===== src/common/pioc_pkg.sv =====
// What this block does
// - Two identical controllers serve 58 lines; 13 dedicated, the rest shared.
// - After reset every line is controller-owned input with its driver off.
// - Controller-owned lines work in both directions regardless of peripheral direction.
// - Own-enable gives line to controller, own-disable to peripheral, status reports owner.
// - Dedicated lines ignore ownership writes and read ownership status one.
// - Controller-owned line drives peripheral input to zero.
// - Output enable/disable set direction, status reads it, effective only when controller-owned.
// - Level set/clear program driven level; level status reads it back.
// - Controller input lines are undriven; peripheral lines take peripheral drive.
// - Pin level status returns the synchronized pin level, filtered on lines whose filter is enabled.
// - Filter enable/disable per line, status readable, works under either owner.
// - Any level change sets interrupt status, any owner, any direction.
// - Irq enable/disable set mask; interrupt asserts when masked status bit set.
// - Reading interrupt status returns it then clears all bits not set by a change in that same cycle.
// - All registers 32 bits, same bit position per line.
// - Unimplemented line bits ignore writes and read zero.
// - Open-drain enable/disable per line, drives low only, status readable, either owner.
package pioc_pkg;
    localparam int DATA_W = 32;
    localparam int ADDR_W = 8;
    localparam logic [ADDR_W-1:0] OFF_OWN_EN = 8'h00;
    localparam logic [ADDR_W-1:0] OFF_OWN_DIS = 8'h04;
    localparam logic [ADDR_W-1:0] OFF_OWN_ST = 8'h08;
    localparam logic [ADDR_W-1:0] OFF_OUT_EN = 8'h10;
    localparam logic [ADDR_W-1:0] OFF_OUT_DIS = 8'h14;
    localparam logic [ADDR_W-1:0] OFF_OUT_ST = 8'h18;
    localparam logic [ADDR_W-1:0] OFF_FLT_EN = 8'h20;
    localparam logic [ADDR_W-1:0] OFF_FLT_DIS = 8'h24;
    localparam logic [ADDR_W-1:0] OFF_FLT_ST = 8'h28;
    localparam logic [ADDR_W-1:0] OFF_LVL_SET = 8'h30;
    localparam logic [ADDR_W-1:0] OFF_LVL_CLR = 8'h34;
    localparam logic [ADDR_W-1:0] OFF_LVL_ST = 8'h38;
    localparam logic [ADDR_W-1:0] OFF_PIN_ST = 8'h3C;
    localparam logic [ADDR_W-1:0] OFF_IRQ_EN = 8'h40;
    localparam logic [ADDR_W-1:0] OFF_IRQ_DIS = 8'h44;
    localparam logic [ADDR_W-1:0] OFF_IRQ_MASK = 8'h48;
    localparam logic [ADDR_W-1:0] OFF_IRQ_ST = 8'h4C;
    localparam logic [ADDR_W-1:0] OFF_OD_EN = 8'h50;
    localparam logic [ADDR_W-1:0] OFF_OD_DIS = 8'h54;
    localparam logic [ADDR_W-1:0] OFF_OD_ST = 8'h58;
    localparam logic [DATA_W-1:0] ZERO_W = 32'h0000_0000;
    localparam logic [DATA_W-1:0] UNMAPPED_RD = 32'h0000_0000;
    // Line maps of the two controllers: implemented lines and shared lines.
    localparam logic [DATA_W-1:0] FIRST_IMPL = 32'h3FFF_FFFF;
    localparam logic [DATA_W-1:0] FIRST_SHARED = 32'h3FFF_FFFF;
    localparam logic [DATA_W-1:0] SECOND_IMPL = 32'h0FFF_FFFF;
    localparam logic [DATA_W-1:0] SECOND_SHARED = 32'h0FFE_00D8;
    localparam int LINES_TOTAL = 58;
    localparam int LINES_DEDICATED = 13;

    typedef struct packed {
        logic [DATA_W-1:0] out;
        logic [DATA_W-1:0] oe;
    } pioc_drive_t;

    typedef struct packed {
        logic [ADDR_W-1:0] address;
        logic read;
        logic write;
        logic [DATA_W-1:0] writedata;
        logic [3:0] byteenable;
    } pioc_bus_req_t;
endpackage


===== src/core/pioc_line_ctrl.sv =====
`timescale 1ns/1ns
module pioc_line_ctrl #(
    parameter logic [31:0] IMPL = 32'hFFFF_FFFF,
    parameter logic [31:0] SHARED = 32'hFFFF_FFFF
) (
    // Clock and reset.
    input wire logic clk,
    input wire logic srst,
    // Avalon-MM slave.
    input wire logic [7:0] avs_address,
    input wire logic avs_read,
    input wire logic avs_write,
    input wire logic [31:0] avs_writedata,
    input wire logic [3:0] avs_byteenable,
    output logic [31:0] avs_readdata,
    output logic avs_waitrequest,
    // Pins.
    input wire logic [31:0] pin_in,
    output logic [31:0] pin_out,
    output logic [31:0] pin_oe,
    // Peripheral side.
    input wire logic [31:0] periph_out,
    input wire logic [31:0] periph_oe,
    output logic [31:0] periph_in,
    // Interrupt.
    output logic irq
);
    logic [31:0] own_q, own_d;
    logic [31:0] dir_q, dir_d;
    logic [31:0] lvl_q, lvl_d;
    logic [31:0] flt_q, flt_d;
    logic [31:0] od_q, od_d;
    logic [31:0] msk_q, msk_d;
    logic [31:0] ist_q, ist_d;
    logic [31:0] clean;
    logic [31:0] clean_prev_q, clean_prev_d;
    logic [31:0] rdata_q, rdata_d;
    logic ack_q, ack_d;
    logic wait_q, wait_d;
    logic [31:0] pout_q, pout_d;
    logic [31:0] poe_q, poe_d;
    logic [31:0] pin_q, pin_d;
    logic irq_q, irq_d;
    logic [31:0] wmask;
    logic wr_hit, rd_hit;
    logic [31:0] chg;

    for (genvar i = 0; i < 32; i++) begin : g_line
        pioc_sync_filt u_sf (
            .clk(clk),
            .srst(srst),
            .pin_raw(pin_in[i]),
            .filt_en(flt_q[i]),
            .level_q(clean[i])
        );
    end

    always_comb begin
        wmask = {{8{avs_byteenable[3]}}, {8{avs_byteenable[2]}}, {8{avs_byteenable[1]}}, {8{avs_byteenable[0]}}};
        wr_hit = avs_write && !ack_q;
        rd_hit = avs_read && !ack_q;
        own_d = own_q;
        dir_d = dir_q;
        lvl_d = lvl_q;
        flt_d = flt_q;
        od_d = od_q;
        msk_d = msk_q;
        rdata_d = rdata_q;
        ack_d = (avs_read || avs_write) && !ack_q;
        wait_d = !ack_d;
        if (wr_hit) begin
            unique case (avs_address)
                // ownership commands, dedicated lines ignore them.
                pioc_pkg::OFF_OWN_EN: own_d = own_q | (avs_writedata & wmask & SHARED);
                pioc_pkg::OFF_OWN_DIS: own_d = own_q & ~(avs_writedata & wmask & SHARED);
                pioc_pkg::OFF_OUT_EN: dir_d = dir_q | (avs_writedata & wmask);
                pioc_pkg::OFF_OUT_DIS: dir_d = dir_q & ~(avs_writedata & wmask);
                pioc_pkg::OFF_FLT_EN: flt_d = flt_q | (avs_writedata & wmask);
                pioc_pkg::OFF_FLT_DIS: flt_d = flt_q & ~(avs_writedata & wmask);
                pioc_pkg::OFF_LVL_SET: lvl_d = lvl_q | (avs_writedata & wmask);
                pioc_pkg::OFF_LVL_CLR: lvl_d = lvl_q & ~(avs_writedata & wmask);
                pioc_pkg::OFF_IRQ_EN: msk_d = msk_q | (avs_writedata & wmask);
                pioc_pkg::OFF_IRQ_DIS: msk_d = msk_q & ~(avs_writedata & wmask);
                pioc_pkg::OFF_OD_EN: od_d = od_q | (avs_writedata & wmask);
                pioc_pkg::OFF_OD_DIS: od_d = od_q & ~(avs_writedata & wmask);
                default: ;
            endcase
        end
        if (rd_hit) begin
            unique case (avs_address)
                pioc_pkg::OFF_OWN_ST: rdata_d = own_q;
                pioc_pkg::OFF_OUT_ST: rdata_d = dir_q;
                pioc_pkg::OFF_FLT_ST: rdata_d = flt_q;
                pioc_pkg::OFF_LVL_ST: rdata_d = lvl_q;
                pioc_pkg::OFF_PIN_ST: rdata_d = clean;
                pioc_pkg::OFF_IRQ_MASK: rdata_d = msk_q;
                pioc_pkg::OFF_IRQ_ST: rdata_d = ist_q;
                pioc_pkg::OFF_OD_ST: rdata_d = od_q;
                default: rdata_d = pioc_pkg::UNMAPPED_RD;
            endcase
            rdata_d = rdata_d & IMPL;
        end
        // unimplemented bits hold their reset value.
        own_d = (own_d & IMPL) | ~SHARED & IMPL;
        dir_d = dir_d & IMPL;
        lvl_d = lvl_d & IMPL;
        flt_d = flt_d & IMPL;
        od_d = od_d & IMPL;
        msk_d = msk_d & IMPL;
    end

    always_comb begin
        clean_prev_d = clean;
        chg = (clean ^ clean_prev_q) & IMPL;
        // sticky change flags, cleared on read, set wins.
        ist_d = ist_q;
        if (rd_hit && avs_address == pioc_pkg::OFF_IRQ_ST) begin
            ist_d = pioc_pkg::ZERO_W;
        end
        ist_d = ist_d | chg;
        irq_d = |(ist_d & msk_q);
        pin_d = clean & ~own_q;
        for (int i = 0; i < 32; i++) begin
            // owner selects drive source; any line bidirectional.
            pout_d[i] = own_q[i] ? lvl_q[i] : periph_out[i];
            poe_d[i] = own_q[i] ? dir_q[i] : periph_oe[i];
            if (od_q[i]) begin
                poe_d[i] = poe_d[i] & ~pout_d[i];
                pout_d[i] = 1'b0;
            end
        end
        poe_d = poe_d & IMPL;
        pout_d = pout_d & IMPL;
    end

    always_ff @(posedge clk) begin
        if (srst) begin
            own_q <= IMPL;
            dir_q <= pioc_pkg::ZERO_W;
            lvl_q <= pioc_pkg::ZERO_W;
            flt_q <= pioc_pkg::ZERO_W;
            od_q <= pioc_pkg::ZERO_W;
            msk_q <= pioc_pkg::ZERO_W;
            ist_q <= pioc_pkg::ZERO_W;
            clean_prev_q <= pioc_pkg::ZERO_W;
            rdata_q <= pioc_pkg::ZERO_W;
            ack_q <= 1'b0;
            wait_q <= 1'b1;
            pout_q <= pioc_pkg::ZERO_W;
            poe_q <= pioc_pkg::ZERO_W;
            pin_q <= pioc_pkg::ZERO_W;
            irq_q <= 1'b0;
        end else begin
            own_q <= own_d;
            dir_q <= dir_d;
            lvl_q <= lvl_d;
            flt_q <= flt_d;
            od_q <= od_d;
            msk_q <= msk_d;
            ist_q <= ist_d;
            clean_prev_q <= clean_prev_d;
            rdata_q <= rdata_d;
            ack_q <= ack_d;
            wait_q <= wait_d;
            pout_q <= pout_d;
            poe_q <= poe_d;
            pin_q <= pin_d;
            irq_q <= irq_d;
        end
    end

    assign avs_readdata = rdata_q;
    assign avs_waitrequest = wait_q;
    assign pin_out = pout_q;
    assign pin_oe = poe_q;
    assign periph_in = pin_q;
    assign irq = irq_q;

    a_dedicated_owned: assert property (@(posedge clk) disable iff (srst)
        (own_q & IMPL & ~SHARED) == (IMPL & ~SHARED)) else $error("dedicated line lost ownership");
    a_periph_zero: assert property (@(posedge clk) disable iff (srst)
        ((periph_in & $past(own_q)) == 32'h0000_0000)) else $error("peripheral input not zero");
    a_status_clear: assert property (@(posedge clk) disable iff (srst)
        (rd_hit && avs_address == pioc_pkg::OFF_IRQ_ST) |=> ((ist_q & ~$past(chg)) == 32'h0000_0000))
        else $error("status not cleared");
    a_change_sets: assert property (@(posedge clk) disable iff (srst)
        (chg != 32'h0000_0000) |=> ((ist_q & $past(chg)) == $past(chg))) else $error("change lost");
    a_irq_mask: assert property (@(posedge clk) disable iff (srst)
        ##1 irq == |(ist_q & $past(msk_q))) else $error("irq mismatch");
    a_od_low: assert property (@(posedge clk) disable iff (srst)
        ((pin_out & pin_oe & $past(od_q)) == 32'h0000_0000)) else $error("open drain drove high");
    a_dir_owned: assert property (@(posedge clk) disable iff (srst)
        ##1 ((pin_oe & $past(own_q) & ~$past(od_q)) == ($past(dir_q) & $past(own_q) & ~$past(od_q))))
        else $error("direction mismatch");
    a_unimpl_zero: assert property (@(posedge clk) disable iff (srst)
        ((avs_readdata & ~IMPL) == 32'h0000_0000)) else $error("unimplemented bit read one");
    // register access answers within one cycle.
    a_bus_answer: assert property (@(posedge clk) disable iff (srst)
        (avs_read || avs_write) && avs_waitrequest |=> !avs_waitrequest) else $error("bus did not answer");
    a_periph_drive: assert property (@(posedge clk) disable iff (srst)
        ##1 (((pin_oe ^ $past(periph_oe)) & ~$past(own_q) & ~$past(od_q) & IMPL) == 32'h0000_0000))
        else $error("peripheral drive not passed");
    a_level_owned: assert property (@(posedge clk) disable iff (srst)
        ##1 (((pin_out ^ $past(lvl_q)) & $past(own_q) & ~$past(od_q)) == 32'h0000_0000))
        else $error("driven level mismatch");
    // pin status returns the pin level.
    a_pin_status: assert property (@(posedge clk) disable iff (srst)
        (rd_hit && avs_address == pioc_pkg::OFF_PIN_ST) |=> (avs_readdata == ($past(clean) & IMPL)))
        else $error("pin status mismatch");
    // open drain releases a high level.
    a_od_release: assert property (@(posedge clk) disable iff (srst)
        ##1 ((pin_oe & $past(od_q) & $past(own_q) & $past(lvl_q)) == 32'h0000_0000))
        else $error("open drain drove a high level");
endmodule // pioc_line_ctrl


===== src/core/pioc_sync_filt.sv =====
`timescale 1ns/1ns
module pioc_sync_filt (
    // Clock and reset.
    input wire logic clk,
    input wire logic srst,
    // Raw pin level and filter select.
    input wire logic pin_raw,
    input wire logic filt_en,
    // Clean level.
    output logic level_q
);
    logic meta_q, meta_d;
    logic sync_q, sync_d;
    logic prev_q, prev_d;
    logic level_d;

    always_comb begin
        meta_d = pin_raw;
        sync_d = meta_q;
        prev_d = sync_q;
        if (filt_en) begin
            level_d = (sync_q == prev_q) ? sync_q : level_q;
        end else begin
            level_d = sync_q;
        end
    end

    always_ff @(posedge clk) begin
        if (srst) begin
            meta_q <= 1'b0;
            sync_q <= 1'b0;
            prev_q <= 1'b0;
            level_q <= 1'b0;
        end else begin
            meta_q <= meta_d;
            sync_q <= sync_d;
            prev_q <= prev_d;
            level_q <= level_d;
        end
    end

    a_filter_hold: assert property (@(posedge clk) disable iff (srst)
        (filt_en && (sync_q != prev_q)) |=> $stable(level_q)) else $error("filter passed a glitch");
endmodule // pioc_sync_filt


===== src/core/pioc_top.sv =====
`timescale 1ns/1ns
module pioc_top (
    // Clock and reset.
    input wire logic clk,
    input wire logic srst,
    // Avalon-MM slave, first controller.
    input wire logic [7:0] first_address,
    input wire logic first_read,
    input wire logic first_write,
    input wire logic [31:0] first_writedata,
    input wire logic [3:0] first_byteenable,
    output logic [31:0] first_readdata,
    output logic first_waitrequest,
    // Avalon-MM slave, second controller.
    input wire logic [7:0] second_address,
    input wire logic second_read,
    input wire logic second_write,
    input wire logic [31:0] second_writedata,
    input wire logic [3:0] second_byteenable,
    output logic [31:0] second_readdata,
    output logic second_waitrequest,
    // Pins.
    input wire logic [63:0] pin_in,
    output logic [63:0] pin_out,
    output logic [63:0] pin_oe,
    // Peripherals.
    input wire logic [63:0] periph_out,
    input wire logic [63:0] periph_oe,
    output logic [63:0] periph_in,
    // Interrupts.
    output logic first_irq,
    output logic second_irq
);
    pioc_line_ctrl #(.IMPL(pioc_pkg::FIRST_IMPL), .SHARED(pioc_pkg::FIRST_SHARED)) u_line_ctrl_first (
        .clk(clk), .srst(srst),
        .avs_address(first_address), .avs_read(first_read), .avs_write(first_write),
        .avs_writedata(first_writedata), .avs_byteenable(first_byteenable),
        .avs_readdata(first_readdata), .avs_waitrequest(first_waitrequest),
        .pin_in(pin_in[31:0]), .pin_out(pin_out[31:0]), .pin_oe(pin_oe[31:0]),
        .periph_out(periph_out[31:0]), .periph_oe(periph_oe[31:0]), .periph_in(periph_in[31:0]),
        .irq(first_irq)
    );
    pioc_line_ctrl #(.IMPL(pioc_pkg::SECOND_IMPL), .SHARED(pioc_pkg::SECOND_SHARED)) u_line_ctrl_second (
        .clk(clk), .srst(srst),
        .avs_address(second_address), .avs_read(second_read), .avs_write(second_write),
        .avs_writedata(second_writedata), .avs_byteenable(second_byteenable),
        .avs_readdata(second_readdata), .avs_waitrequest(second_waitrequest),
        .pin_in(pin_in[63:32]), .pin_out(pin_out[63:32]), .pin_oe(pin_oe[63:32]),
        .periph_out(periph_out[63:32]), .periph_oe(periph_oe[63:32]), .periph_in(periph_in[63:32]),
        .irq(second_irq)
    );
endmodule // pioc_top


===== config.mk =====
export PLATFORM = sky130hd
export DESIGN_NAME = pioc_top
export DESIGN_NICKNAME = d
export VERILOG_FILES = /design/src/common/pioc_pkg.sv /design/src/core/pioc_line_ctrl.sv /design/src/core/pioc_sync_filt.sv /design/src/core/pioc_top.sv
export SDC_FILE = /design/constraint.sdc
export NUM_CORES = 2
export LEC_CHECK = 0
export BUFFER_PORTS_ARGS = -buffer_cell sky130_fd_sc_hd__buf_2
export CAP_MARGIN = 5
export CORE_MARGIN = 4
export CORE_UTILIZATION = 29
export CTS_CLUSTER_SIZE = 30
export DETAILED_ROUTE_END_ITERATION = 12
export PLACE_DENSITY_LB_ADDON = 0.3
export SLEW_MARGIN = 20
export SYNTH_ARGS = -nofsm -noshare
export SYNTH_HDL_FRONTEND = slang
export SYNTH_SLANG_ARGS = --single-unit

===== constraint.sdc =====
create_clock -name clk -period 3 [get_ports clk]
set_input_delay 0.15 -clock clk [delete_from_list [all_inputs] [get_ports clk]]
set_output_delay 0.15 -clock clk [all_outputs]
set_load 0.05 [all_outputs]

==> results.py <==
metrics = {
    "worst_setup_path": {
        "arrival_ns": 3.33,
        "rrSetupSlack_ns": 0.29,
        "startpoint": "u_line_ctrl_second.ack_q$_SDFF_PP0_",
        "r2r-start": "u_line_ctrl_second.ack_q$_SDFF_PP0_",
        "required_ns": 3.62,
        "endpoint_kind": "flip-flop",
        "crit_type": "reg2reg",
        "crit_path_start_kind": "flip-flop",
        "path_max_fanout": 12,
    },
    "yosys": {
        "syn_inst": 3805,
        "postSynth.asyncResetShare_pct": 0,
        "synth_warnings": 0,
        "synth_cell_types": 63,
        "synth.cell_area_sq_um": 35900,
        "avgSynthCellArea_sq_um": 9.43,
        "synth.top_cell.area_share_pct": 52.0,
        "synth_top_family_by_area": "compound AO/OA/AOI/OAI gates",
        "synth_edf_count": 0,
        "ys.flop_type": "dfxtp_1",
        "synth_mux_area_share_pct": 3.54,
        "ys_ff_latch": 932,
        "synth_seq_area_share_pct": 52.0,
        "synth-xor-area-share_pct": 1.42,
        "yosys.area_share.adder_pct": 0,
        "synth_compound_area_share_pct": 22.1,
        "synth_area_leaders": "dfxtp_1, nor2b_1, a21oi_1, a311oi_1, o21ai_0",
        "synth-simple-area-share_pct": 16.0,
        "synth_top_cell_by_area": "dfxtp_1",
    },
    "drt": {
        "drt_iter0_markers": 2481,
        "drt-total-wl_um": 126000,
        "drc": 0,
        "detail-route-antenna-nets": 0,
        "wire_per_inst_um": 20.6,
        "vias": 30979,
        "dr.pass1.iters": 6,
        "via_per_inst": 5.06,
    },
    "global_route": {
        "grt_first_pass_wirelength_um": 189000,
        "grt_pass1_vias": 30058,
        "grt_overflow": 0,
        "grt_start_max_net_pins": 163,
        "grt_usage_pct": 18.6,
        "antenna_found_initial": 17,
    },
    "die": {
        "die_h_um": 360,
        "die_width_um": 360,
        "boundaryPins": 546,
        "core_sq_um": 122000,
        "die_area_sq_um": 129000,
        "core.rowCount": 128,
        "initial_utilization_pct": 29.3,
    },
    "run": {
        "cap_violations": 0,
    },
    "worst_hold_path": {
        "min_path_type": "in2reg",
        "holdCritStartpoint": "second_byteenable[3]",
    },
    "final_layout": {
        "layout-drive-gt1-share_pct": 17.4,
        "syn2layout_area_growth_pct": 28.6,
        "final_nets": 4701,
        "layout.cells.non_filler": 6127,
        "layout_common_cells": "dfxtp_1, buf_2, a21oi_1",
        "final_common_cell": "dfxtp_1",
    },
    "clocking": {
        "htree_levels": 3,
        "cts_tree": "yes",
        "cts_setup_buffers": 0,
        "cts.sinks": 932,
        "cts_resized": 0,
        "path_clk_slew_ns": 0.06,
        "cts-root-buf": "clkbuf_16",
        "cts_buffers": 105,
        "max-clock-path-buffers": 3,
        "clock_latency_ns": 0.72,
    },
    "timing": {
        "fmax_mhz": 369,
        "fin_crit_ns": 2.71,
        "slew_violations": 0,
        "fin_setup_tns_ns": 0,
        "final_hold_viol_count": 0,
        "rsz0062_at_grt": "false",
        "maxSlewHeadroom_pct": 43.9,
        "finalSetupViolCount": 0,
        "fin_worst_skew_ns": 0.0497,
        "tightest_slew_ns": 0.841,
        "finalCritPeriodShare_pct": 90.4,
    },
    "power": {
        "intPower_uw": 20900,
        "switching_power_uw": 6360,
        "max-vdd-ir-drop_uv": 453,
        "p_sw_share_pct": 23.3,
        "comb_power_share_pct": 5.3,
        "pwr-share-seq_pct": 46.6,
        "p_leak_uw": 0.0184,
        "p_clk_share_pct": 48.1,
        "p_per_area_nw_per_um2": 591,
    },
    "status": {
        "outcome": "finished clean",
    },
    "place": {
        "placed_cells_incl_taps": 5677,
        "hpwl_um": 83600,
        "gp_congestion": 0.801,
        "port_buffers": 470,
    },
}
-- final timing paths --
path,end,cells after the start
min,flip-flop,4
min reg2reg,u_line_ctrl_second.g_line[29].u_sf.prev_d$_SDFF_PP0_,1
max reg2reg,flip-flop,7
max,flip-flop,7
-- area by class of cell --
cell class / count / area [sq um]
tap: 1625 / 2030
clock inverter: 34 / 448
sequential: 932 / 18700
clock buffer: 156 / 3070
antenna: 4 / 10.0
timing repair buffer: 816 / 5860
fill: 12225 / 76200
inverter: 84 / 315
multi-input combinational: 2476 / 15700
-- cell families (layout without fill, tap and decap cells) --
logic type | after synthesis | in the layout
flip-flops | 932 | 932
AO/OA/AOI/OAI | 1229 | 1229
XOR/XNOR | 58 | 58
buffers and inverters | 427 | 1090
multiplexers | 126 | 126
other | 1 | 35
AND/OR/NAND/NOR | 1032 | 1032
-- power by group through the flow --
stage / clock network [uW] / registers [uW] / logic (uW)
2_1_floorplan: 0 / 12900 / 772
4_1_cts: 13400 / 12700 / 1460
5_1_grt: 13900 / 12700 / 1580
6_report: 13100 / 12700 / 1460
3_3_place_gp: 0 / 13000 / 1240
3_5_place_dp: 0 / 13000 / 1250
-- per-layer routing --
| layer | GRT usage (%) | up-vias | part of all wire [%] |
|---|---|---|---|
| met5 | 0 | - | 0.052 |
| met4 | 6.70 | 10 | 3.2 |
| met3 | 3.86 | 228 | 7.0 |
| met2 | 30.7 | 1050 | 47 |
| met1 | 24.2 | 14804 | 43 |
| li1 | - | 14887 | - |
-- timing repair --
action / CTS / global route
endpoints found under the hold margin: 339 / 0
setup endpoints to repair: 0 / 0
hold buffers: 256 / 0
-- through the flow --
stage                     util [%]  total power [uW]  setup slack, ns  hold WS (ns)  area (sq um)
after detailed placement      32.7             14200            0.251         0.364         40000
final                         37.7             27300            0.288        0.0715         46100
after global placement        32.7             14200            0.235         0.361         40000
after global routing          37.7             28200            0.167        0.0919         46100
after floorplan                  -             13700            0.564         0.278         36000
after CTS                     37.7             27600            0.317       0.00421         46100
-- synthesized netlist by cell type, drive strengths merged (84+ instances only) --
cell type	n
clkbuf	292
a21oi	413
nor2b	377
inv	84
o21ai	244
a311oi	150
or3	141
nand2	184
mux2i	118
dfxtp	932
a22oi	142
nor3	92
-- worst max-delay path: stages (launching register included) --
cell and delay (ns):
dfxtp_1 0.31, nor2_1 0.07, and3_1 0.36, nor4b_2 0.44
buf_4 0.35, nand3_1 0.15, dlygate4sd3_1 0.60, a211o_1 0.29
(Power assumes the default switching activity.)
